### src/inc/bas_defines.vh
`ifndef BAS_DEFINES_VH
`define BAS_DEFINES_VH

// Register byte offsets
`define BAS_CONFIG_OFS      4'h0
`define BAS_STATUS_OFS      4'h4
`define BAS_ADDR_OFS        4'h8
`define BAS_START_OFS       4'hC

// Config field positions
`define BAS_LEN_LSB         0
`define BAS_LEN_MSB         1
`define BAS_HYB_BIT         2
// Config reset: legacy wrap, 32-byte group
`define BAS_CONFIG_RST      3'h7

// Wrap length field codes
`define BAS_LEN_128         2'h0
`define BAS_LEN_64          2'h1
`define BAS_LEN_16          2'h2
`define BAS_LEN_32          2'h3

// Word index masks per group (16-bit words)
`define BAS_MASK_128        7'h3F
`define BAS_MASK_64         7'h1F
`define BAS_MASK_16         7'h07
`define BAS_MASK_32         7'h0F

// Status field positions
`define BAS_ST_ACTIVE       0
`define BAS_ST_LINEAR       1
`define BAS_ST_WRAPDONE     2

// AXI responses
`define BAS_RESP_OKAY       2'h0
`define BAS_RESP_SLVERR     2'h2

`endif

### src/bas_burst_sequencer.v
`timescale 1ns/1ps
`default_nettype none
`include "bas_defines.vh"

module bas_burst_sequencer #(
  parameter AW = 22                       // Word address width
) (
  input  wire          aclk,              // System clock
  input  wire          aresetn,           // Synchronous reset, low active
  // AXI4-Lite slave
  input  wire [3:0]    s_axi_awaddr,
  input  wire          s_axi_awvalid,
  output wire          s_axi_awready,
  input  wire [31:0]   s_axi_wdata,
  input  wire [3:0]    s_axi_wstrb,
  input  wire          s_axi_wvalid,
  output wire          s_axi_wready,
  output reg  [1:0]    s_axi_bresp,
  output reg           s_axi_bvalid,
  input  wire          s_axi_bready,
  input  wire [3:0]    s_axi_araddr,
  input  wire          s_axi_arvalid,
  output wire          s_axi_arready,
  output reg  [31:0]   s_axi_rdata,
  output reg  [1:0]    s_axi_rresp,
  output reg           s_axi_rvalid,
  input  wire          s_axi_rready,
  // Link pins
  input  wire          link_ck,           // Bus clock pin, sampled
  input  wire          link_cs_n,         // Chip select pin, low active
  // From command-address decoder (aclk domain)
  input  wire          ca_load,           // One-cycle pulse: start burst
  input  wire [AW-1:0] ca_word_addr,      // Starting word address
  input  wire          ca_linear,         // Linear burst requested
  // Sequencer outputs
  output reg  [AW-1:0] burst_addr,        // Current word address
  output reg           burst_active,      // Burst in progress
  output reg           burst_step         // Pulse: address advanced
);

  // Group mask from the wrap length code
  function [6:0] len_mask;
    input [1:0] code;
    begin
      case (code)
        `BAS_LEN_128: len_mask = `BAS_MASK_128;
        `BAS_LEN_64:  len_mask = `BAS_MASK_64;
        `BAS_LEN_16:  len_mask = `BAS_MASK_16;
        default:      len_mask = `BAS_MASK_32;
      endcase
    end
  endfunction

  // Pin synchronisers, two stages each
  reg            ck_s1;                   // Link clock first stage
  reg            ck_s2;                   // Link clock second stage
  reg            ck_prev;                 // For edge detect
  reg            cs_s1;                   // Chip select first stage
  reg            cs_s2;                   // Chip select second stage

  // Configuration and burst state
  reg  [2:0]     primary_config_register; // Hybrid bit and length field
  reg  [AW-1:0]  start_addr;              // Latched start word
  reg  [6:0]     grp_mask;                // Latched group mask
  reg            hyb_mode;                // Latched: hybrid wrap chosen
  reg            lin_mode;                // Now incrementing linearly
  reg            wrap_done;               // Hybrid wrap finished
  reg  [6:0]     wrap_cnt;                // Words issued in the wrap

  wire           hybrid_wrap_select_bit = primary_config_register[`BAS_HYB_BIT];
  wire [1:0]     wrap_length_field =
                   primary_config_register[`BAS_LEN_MSB:`BAS_LEN_LSB];
  wire           ck_rise = ck_s2 & ~ck_prev;
  wire [AW-1:0]  mask_w  = {{(AW-7){1'b0}}, grp_mask};

  // Synchronise the link pins
  always @(posedge aclk)
  begin
    if (!aresetn)
    begin
      ck_s1   <= 1'b0;
      ck_s2   <= 1'b0;
      ck_prev <= 1'b0;
      cs_s1   <= 1'b1;
      cs_s2   <= 1'b1;
    end
    else
    begin
      ck_s1   <= link_ck;
      ck_s2   <= ck_s1;
      ck_prev <= ck_s2;
      cs_s1   <= link_cs_n;
      cs_s2   <= cs_s1;
    end
  end

  // Next address logic
  reg  [AW-1:0]  next_addr;
  reg            next_lin;
  reg            next_done;
  reg  [AW-1:0]  grp_base;
  always @*
  begin
    grp_base  = burst_addr & ~mask_w;
    next_addr = burst_addr + {{(AW-1){1'b0}}, 1'b1};
    next_lin  = lin_mode;
    next_done = wrap_done;
    if (lin_mode)
    begin
      next_addr = burst_addr + {{(AW-1){1'b0}}, 1'b1};
    end
    else if (hyb_mode && (wrap_cnt == grp_mask))
    begin
      next_addr = (start_addr & ~mask_w) + mask_w + {{(AW-1){1'b0}}, 1'b1};
      next_lin  = 1'b1;
      next_done = 1'b1;
    end
    else
    begin
      next_addr = grp_base | ((burst_addr + {{(AW-1){1'b0}}, 1'b1}) & mask_w);
    end
  end

  // Burst sequencer
  always @(posedge aclk)
  begin
    if (!aresetn)
    begin
      burst_addr   <= {AW{1'b0}};
      burst_active <= 1'b0;
      burst_step   <= 1'b0;
      start_addr   <= {AW{1'b0}};
      grp_mask     <= `BAS_MASK_32;
      hyb_mode     <= 1'b0;
      lin_mode     <= 1'b0;
      wrap_done    <= 1'b0;
      wrap_cnt     <= 7'h00;
    end
    else
    begin
      burst_step <= 1'b0;
      if (cs_s2)
      begin
        burst_active <= 1'b0;
      end
      else if (ca_load)
      begin
        // Settings latched so mid-burst writes cannot tear it
        burst_active <= 1'b1;
        burst_addr   <= ca_word_addr;
        start_addr   <= ca_word_addr;
        grp_mask     <= len_mask(wrap_length_field);
        hyb_mode     <= ~hybrid_wrap_select_bit;
        lin_mode     <= ca_linear;
        wrap_done    <= 1'b0;
        wrap_cnt     <= 7'h00;
      end
      else if (burst_active && ck_rise)
      begin
        burst_addr <= next_addr;
        lin_mode   <= next_lin;
        wrap_done  <= next_done;
        wrap_cnt   <= wrap_cnt + 7'h01;
        burst_step <= 1'b1;
      end
    end
  end

  // AXI write channel state
  reg            aw_held;                 // Write address captured
  reg            w_held;                  // Write data captured
  reg  [3:0]     aw_addr;                 // Held write address
  reg  [31:0]    w_data;                  // Held write data
  reg  [3:0]     w_strb;                  // Held byte enables

  // Ready while nothing held and no response pending
  assign s_axi_awready = ~aw_held & ~s_axi_bvalid;
  assign s_axi_wready  = ~w_held & ~s_axi_bvalid;
  assign s_axi_arready = ~s_axi_rvalid;

  wire           aw_go = aw_held | s_axi_awvalid;
  wire           w_go  = w_held | s_axi_wvalid;
  wire [3:0]     wa    = aw_held ? aw_addr : s_axi_awaddr;
  wire [31:0]    wd    = w_held ? w_data : s_axi_wdata;
  wire [3:0]     ws    = w_held ? w_strb : s_axi_wstrb;
  wire           wr_do = aw_go & w_go & ~s_axi_bvalid;

  // Write path and config register
  always @(posedge aclk)
  begin
    if (!aresetn)
    begin
      aw_held                 <= 1'b0;
      w_held                  <= 1'b0;
      aw_addr                 <= 4'h0;
      w_data                  <= 32'h00000000;
      w_strb                  <= 4'h0;
      s_axi_bvalid            <= 1'b0;
      s_axi_bresp             <= `BAS_RESP_OKAY;
      primary_config_register <= `BAS_CONFIG_RST;
    end
    else
    begin
      if (s_axi_bvalid && s_axi_bready)
        s_axi_bvalid <= 1'b0;
      if (wr_do)
      begin
        // Both halves present: commit and answer
        aw_held      <= 1'b0;
        w_held       <= 1'b0;
        s_axi_bvalid <= 1'b1;
        if (wa == `BAS_CONFIG_OFS)
        begin
          s_axi_bresp <= `BAS_RESP_OKAY;
          if (ws[0])
            primary_config_register <= wd[2:0];
        end
        else if (wa == `BAS_STATUS_OFS || wa == `BAS_ADDR_OFS ||
                 wa == `BAS_START_OFS)
          // Read-only registers ignore writes
          s_axi_bresp <= `BAS_RESP_OKAY;
        else
          s_axi_bresp <= `BAS_RESP_SLVERR;
      end
      else
      begin
        // Capture whichever half arrives first
        if (s_axi_awvalid && s_axi_awready)
        begin
          aw_held <= 1'b1;
          aw_addr <= s_axi_awaddr;
        end
        if (s_axi_wvalid && s_axi_wready)
        begin
          w_held <= 1'b1;
          w_data <= s_axi_wdata;
          w_strb <= s_axi_wstrb;
        end
      end
    end
  end

  // Read mux, zero above used bits
  reg  [31:0]    rd_mux;
  reg            rd_err;
  always @*
  begin
    rd_mux = 32'h00000000;
    rd_err = 1'b0;
    case (s_axi_araddr)
      `BAS_CONFIG_OFS: rd_mux = {29'h00000000, primary_config_register};
      `BAS_STATUS_OFS: rd_mux = {29'h00000000, wrap_done, lin_mode, burst_active};
      `BAS_ADDR_OFS:   rd_mux = {{(32-AW){1'b0}}, burst_addr};
      `BAS_START_OFS:  rd_mux = {{(32-AW){1'b0}}, start_addr};
      default:         rd_err = 1'b1;
    endcase
  end

  // Read path, one cycle answer
  always @(posedge aclk)
  begin
    if (!aresetn)
    begin
      s_axi_rvalid <= 1'b0;
      s_axi_rdata  <= 32'h00000000;
      s_axi_rresp  <= `BAS_RESP_OKAY;
    end
    else if (s_axi_arvalid && s_axi_arready)
    begin
      s_axi_rvalid <= 1'b1;
      s_axi_rdata  <= rd_mux;
      s_axi_rresp  <= rd_err ? `BAS_RESP_SLVERR : `BAS_RESP_OKAY;
    end
    else if (s_axi_rvalid && s_axi_rready)
      s_axi_rvalid <= 1'b0;
  end

endmodule // bas_burst_sequencer

`default_nettype wire

### config.mk
export PLATFORM = sky130hd
export DESIGN_NAME = bas_burst_sequencer
export DESIGN_NICKNAME = d
export VERILOG_FILES = /design/src/bas_burst_sequencer.v
export VERILOG_INCLUDE_DIRS = /design/src /design/src/inc
export SDC_FILE = /design/constraint.sdc
export NUM_CORES = 1
export LEC_CHECK = 0
export BUFFER_PORTS_ARGS = -buffer_cell sky130_fd_sc_hd__clkbuf_2
export CORE_MARGIN = 3
export CORE_UTILIZATION = 35
export DETAILED_ROUTE_END_ITERATION = 12
export PLACE_DENSITY_LB_ADDON = 0.05
export SKIP_CTS_REPAIR_TIMING = 1
export SYNTH_ARGS = -nofsm -noshare
export SYNTH_HDL_FRONTEND = slang
export SYNTH_SLANG_ARGS = --single-unit
### constraint.sdc
create_clock -name aclk -period 3 [get_ports aclk]
set_input_delay 0.15 -clock aclk [delete_from_list [all_inputs] [get_ports aclk]]
set_output_delay 0.15 -clock aclk [all_outputs]
set_load 0.03 [all_outputs]
### Word-level counts from Yosys, hierarchy flattened

Cells that the tools add are included.

* bits in registers: 119
* bits of input ports: 77
* output and inout bits: 65
* word-level logic and storage cells: 113

* add/sub/neg operators: 4
* equality and inequality tests: 10
* muxes and demuxes: 27
* bitwise gates (word level): 21
* reductions and logical operators: 26

Operator list (number)
* 2-to-1 mux 22 bit: 4
* case mux 22 bit (4 select lines): 1
* adder 22 x 1 -> 22 bit (second input constant): 2
* bitwise AND 22 bit: 2
* adder 22 x 7 -> 22 bit: 1
* bitwise AND 22 x 7 -> 22 bit: 1
* NOT 7 -> 22 bit: 1
* bitwise OR 22 bit: 1
* case mux 6 bit (3 select lines): 1
* == test 4 bit (second input constant): 4
* 2-to-1 mux 1 bit: 14
* 2-to-1 mux 7 bit: 2
* NOT 1 bit: 9
* == test 4 x 3 -> 1 bit (second input constant): 2
* zero test 4 bit: 2
* AND reduction 2 bit: 4
* nonzero test 2 bit: 4
* adder 7 x 1 -> 7 bit (second input constant): 1
* == test 7 bit: 1
* logical AND 1 bit: 7
* 2-to-1 mux 2 bit: 3
* bitwise AND 1 bit: 5
* 2-to-1 mux 4 bit: 1
* AND reduction 4 bit: 1
* 11 further kinds: 14

### Depth between registers and ports, before layout

* word-level depth: 8
* depth in mapped cells: 8
* gate-level depth less buffers: 8

### Worst setup path before layout

No wires, ideal clock.

* kind: reg-to-reg
* start point: reg burst_addr[7]
* end point: reg burst_addr[17]
* setup time: 0.126 ns
* data arrival time: 1.886 ns
* data required time: 2.874 ns
* path slack: 0.988 ns
* cell stages (with the launch flop): 8
* path buffers: 1
* period minus slack after synthesis: 2.012 ns
* path through: dfxtp_1 clkbuf_2 nand4_2 or4_4 nor3_2 xor2_1 a22oi_1 o221ai_2

* longest elaborated chain between the ends: 7

Ends and longest elaborated chain
* from (decl): line bas_burst_sequencer.v:36 `output reg [AW-1:0] burst_addr,`
* from (signal assigned): line bas_burst_sequencer.v:129 `burst_addr <= {AW{1'b0}};`
* from (signal assigned): line bas_burst_sequencer.v:150 `burst_addr <= ca_word_addr;`
* from (signal assigned): line bas_burst_sequencer.v:160 `burst_addr <= next_addr;`
* adder 22 x 1 -> 22 bit *: line bas_burst_sequencer.v:110, bas_burst_sequencer.v:120
* bitwise AND 22 x 7 -> 22 bit: line bas_burst_sequencer.v:120 `next_addr = grp_base | ((burst_addr + {{(AW-1){1'b0}}, 1'b1}) & mask_w);`
* bitwise OR 22 bit: line bas_burst_sequencer.v:120
* 2-to-1 mux 22 bit: line bas_burst_sequencer.v:112 `else if (hyb_mode && (wrap_cnt == grp_mask))`
* 2-to-1 mux 22 bit *: line bas_burst_sequencer.v:108 `if (lin_mode)`
* 2-to-1 mux 22 bit *: line bas_burst_sequencer.v:158 `else if (burst_active && ck_rise)`
* 2-to-1 mux 22 bit *: line bas_burst_sequencer.v:146 `else if (ca_load)`

Every way passes the cells marked *; elsewhere a longest branch is shown, timed or not. The select of a mux whose other input is x is not followed.
A chain may end at the register's enable or synchronous reset.

### Worst setup path after layout

* start point: reg burst_addr[2]
* end point: reg burst_addr[14]

Same word-level chain as after synthesis.

==> results.json <==
{
  "grt_max_degree": 43,
  "synth_edf_count": 0,
  "final_cell_mix": "103 x dfxtp_1, 96 x clkbuf_2, 79 x nand2_1, 54 x nor2_1, 28 x nand3_1",
  "dpl_cell_area_sq_mm": 0.00595,
  "critPathCapture": "burst_addr[14]$_SDFFE_PN0P_",
  "synthFlopType": "dfxtp_1",
  "clock_sinks": 103,
  "cp-start-kind": "register",
  "pwr_density_cell_mw_per_mm2": 483,
  "die_h_um": 130,
  "r2r_setup_slack_ns": 0.67,
  "dr.pass1.iters": 4,
  "final_hold_viol_count": 0,
  "slowest_delay_ns": 0.66,
  "rsz0062_at_grt": "false",
  "gp_congestion": 0.824,
  "period_needed_ns": 2.33,
  "leakagePower_nw": 2.44,
  "core_sq_mm": 0.0148,
  "ant_nets": 0,
  "reg2reg_depth": 6,
  "num_vias": 4920,
  "viasPerCell": 5.47,
  "post-dp-hpwl_mm": 11.5,
  "clockBufferDepth": 2,
  "grt_overflow": 0,
  "slew_viol_final": 0,
  "fin_worst_skew_ns": 0.00790,
  "die_width_um": 130,
  "worst_ep_arrival_time_ns": 2.57,
  "end_kind": "register",
  "ys_seq_area_share_pct": 38.3,
  "antennaDiodeCount": 0,
  "path_class": "register to register",
  "post-route-period-util_pct": 77.6,
  "hold_start": "link_ck",
  "gr-usage-all-layers_pct": 19.8,
  "portBuffers": 97,
  "outcome": "finished, final reports clean",
  "drt-initial-drc-count": 321,
  "grt_pass1_wl_mm": 25.9,
  "finalSetupTns_ns": 0,
  "hp-class": "input port to register",
  "design.die.area_sq_mm": 0.0169,
  "areaGrowthSynthToFinish_pct": 16.3,
  "io-pin-count": 142,
  "cts.clk_slew.worst_paths_ns": 0.07,
  "drt-total-wl_mm": 16.6,
  "drc_errors": 0,
  "drv_cap": 0,
  "post_drt_wl_per_cell_um": 18.4,
  "synthCells": 627,
  "rows": 44,
  "drive_above_1_share_pct": 20.8,
  "cts_root_buf": "clkbuf_16",
  "yosysWarningCount": 0,
  "fmaxAchievable_ghz": 0.430,
  "start_util_pct": 36.3,
  "syn_area_per_cell_sq_um": 8.58,
  "r2r_end": "burst_addr[14]$_SDFFE_PN0P_",
  "layout_commonest_cell": "dfxtp_1",
  "cp_cell_sequence": "nand4_1 > nor3_1 > and4_1 > xor2_1 > a221oi_1 > o21ai_0",
  "synth_cell_types": 63,
  "netlist_area_sq_mm": 0.00538,
  "h-tree-depth": 3,
  "fill_cells": 1547,
  "antenna_found_initial": 0,
  "synth_seq_cells": 103,
  "slew_headroom_pct": 34.6,
  "grt_pass1_vias": 4597,
  "r2r_start": "burst_addr[2]$_SDFFE_PN0P_",
  "cp_max_fo": 8,
  "insertion_delay_ns": 0.35,
  "crit_path_start": "burst_addr[2]$_SDFFE_PN0P_",
  "numCtsBuffers": 9,
  "required_ns": 3.24,
  "finalNetCount": 791,
  "cp_slowest_cell": "nor3_1",
  "final_cell_area_sq_mm": 0.00626,
  "synthArstFlopShare_pct": 0,
  "setup-violations-final": 0,
  "tightest_slew_ns": 0.981,
  "vdd_drop_max_uv": 319,
  "cts_tree": "done"
}
==> worst min-delay path by stage <==
stage / endpoint / slack [ns] / cells after the start
4_1_cts: cs_s1$_SDFF_PN1_ / -0.03 / 2
3_5_place_dp: cs_s1$_SDFF_PN1_ / 0.34 / 2
3_3_place_gp: cs_s1$_SDFF_PN1_ / 0.33 / 2
2_1_floorplan: cs_s1$_SDFF_PN1_ / 0.25 / 1
6_report: ck_s1$_SDFF_PN0_ / 0.003 / 2
5_1_grt: ck_s1$_SDFF_PN0_ / 0.02 / 2
==> layer usage <==
layer / GRT usage [%] / up-vias / part of all wire, %
met4: 5.75 / 0 / 1.5
met3: 4.79 / 20 / 5.6
met5: 0 / - / 0
li1: - / 2404 / -
met1: 29.1 / 2342 / 50
met2: 28.7 / 154 / 42
==> critical path, delay by kind of cell, from the launching register on <==
kind	cells	cell delay (ns)
XOR/XNOR	1	0.07
flip-flops	1	0.52
AO/OA/AOI/OAI	2	0.34
AND/OR/NAND/NOR	3	1.28
==> synth_stat cells, types with 2 or more instances <==
cell type	count	area share, %
nor2b_1	14	1.6
nand2_1	79	5.5
or3_1	2	0.23
nor3b_1	23	3.2
clkbuf_2	2	0.19
dfxtp_1	103	38
nand4_1	13	1.5
o211ai_1	8	1.1
o22ai_1	5	0.58
nand2b_1	6	0.70
a221oi_1	26	4.2
o211a_1	3	0.56
o221ai_1	3	0.49
buf_6	2	0.42
and4_1	2	0.33
o21ai_0	26	2.4
xnor2_1	20	3.3
and3_1	3	0.35
o31ai_1	4	0.56
a32oi_1	2	0.33
mux4_2	3	1.3
a32o_1	2	0.37
nand4_2	2	0.46
or2_2	3	0.35
a22oi_1	8	1.1
nor2_1	54	3.8
nor4_1	7	0.81
buf_2	6	0.56
inv_1	8	0.56
a21oi_1	15	1.4
nand3_1	28	2.6
clkbuf_1	24	1.7
clkbuf_8	4	1.0
ha_1	3	0.70
o21a_1	2	0.28
mux2i_1	13	2.4
a21boi_0	23	3.2
xor2_1	21	3.4
mux2_2	3	0.63
buf_4	14	2.0
nand3b_1	3	0.42
nor3_1	9	0.84
and2_1	5	0.58
nor3_2	2	0.37
==> final cells by class <==
class / instances / area (sq um) / area share (%)
clock buffer: 12 / 256 / 4.10
clock inverter: 3 / 42.5 / 0.679
inverter: 8 / 30.0 / 0.480
multi-input combinational: 474 / 3020 / 48.2
sequential: 103 / 2060 / 32.9
tap: 184 / 230 / 3.68
timing repair buffer: 115 / 623 / 9.95
==> logic make-up (layout without fill, tap and decap cells) <==
family | count (synthesis) | after routing | share of synthesized area (%)
multiplexers | 19 | 19 | 4.30
other | 1 | 12 | 0.0697
flip-flops | 103 | 103 | 38.3
adder cells (fa/ha/maj) | 3 | 3 | 0.698
buffers and inverters | 61 | 138 | 6.51
AND/OR/NAND/NOR | 260 | 260 | 24.7
XOR/XNOR | 41 | 41 | 6.67
AO/OA/AOI/OAI | 139 | 139 | 18.7
==> registers in the layout (all words and copies together) (netlist names), 3 cells and up, named ones only <==
name,flops
s_axi_rdata,22
start_addr,22
burst_addr,19
wrap_cnt,7
aw_addr,4
grp_mask,3
primary_config_register,3
w_data,3
==> power by group <==
| group | internal (mW) | switching (mW) | total, mW |
|---|---|---|---|
| combinational | 0.129 | 0.236 | 0.366 |
| sequential | 1.41 | 0.0371 | 1.45 |
| clock | 0.688 | 0.522 | 1.21 |
==> per-stage QoR <==
stage	instances	util, %	total power [mW]	hold slack [ns]	setup WS [ns]
after floorplan	638	-	1.73	0.251	0.988
after global placement	883	40.2	1.84	0.332	0.706
after detailed placement	883	40.2	1.85	0.337	0.695
after CTS	898	42.2	3.07	-0.0322	0.682
after global routing	899	42.3	3.16	0.0247	0.496
final	899	42.3	3.02	0.00346	0.672
No activity file was read; power rests on OpenSTA's default activity.
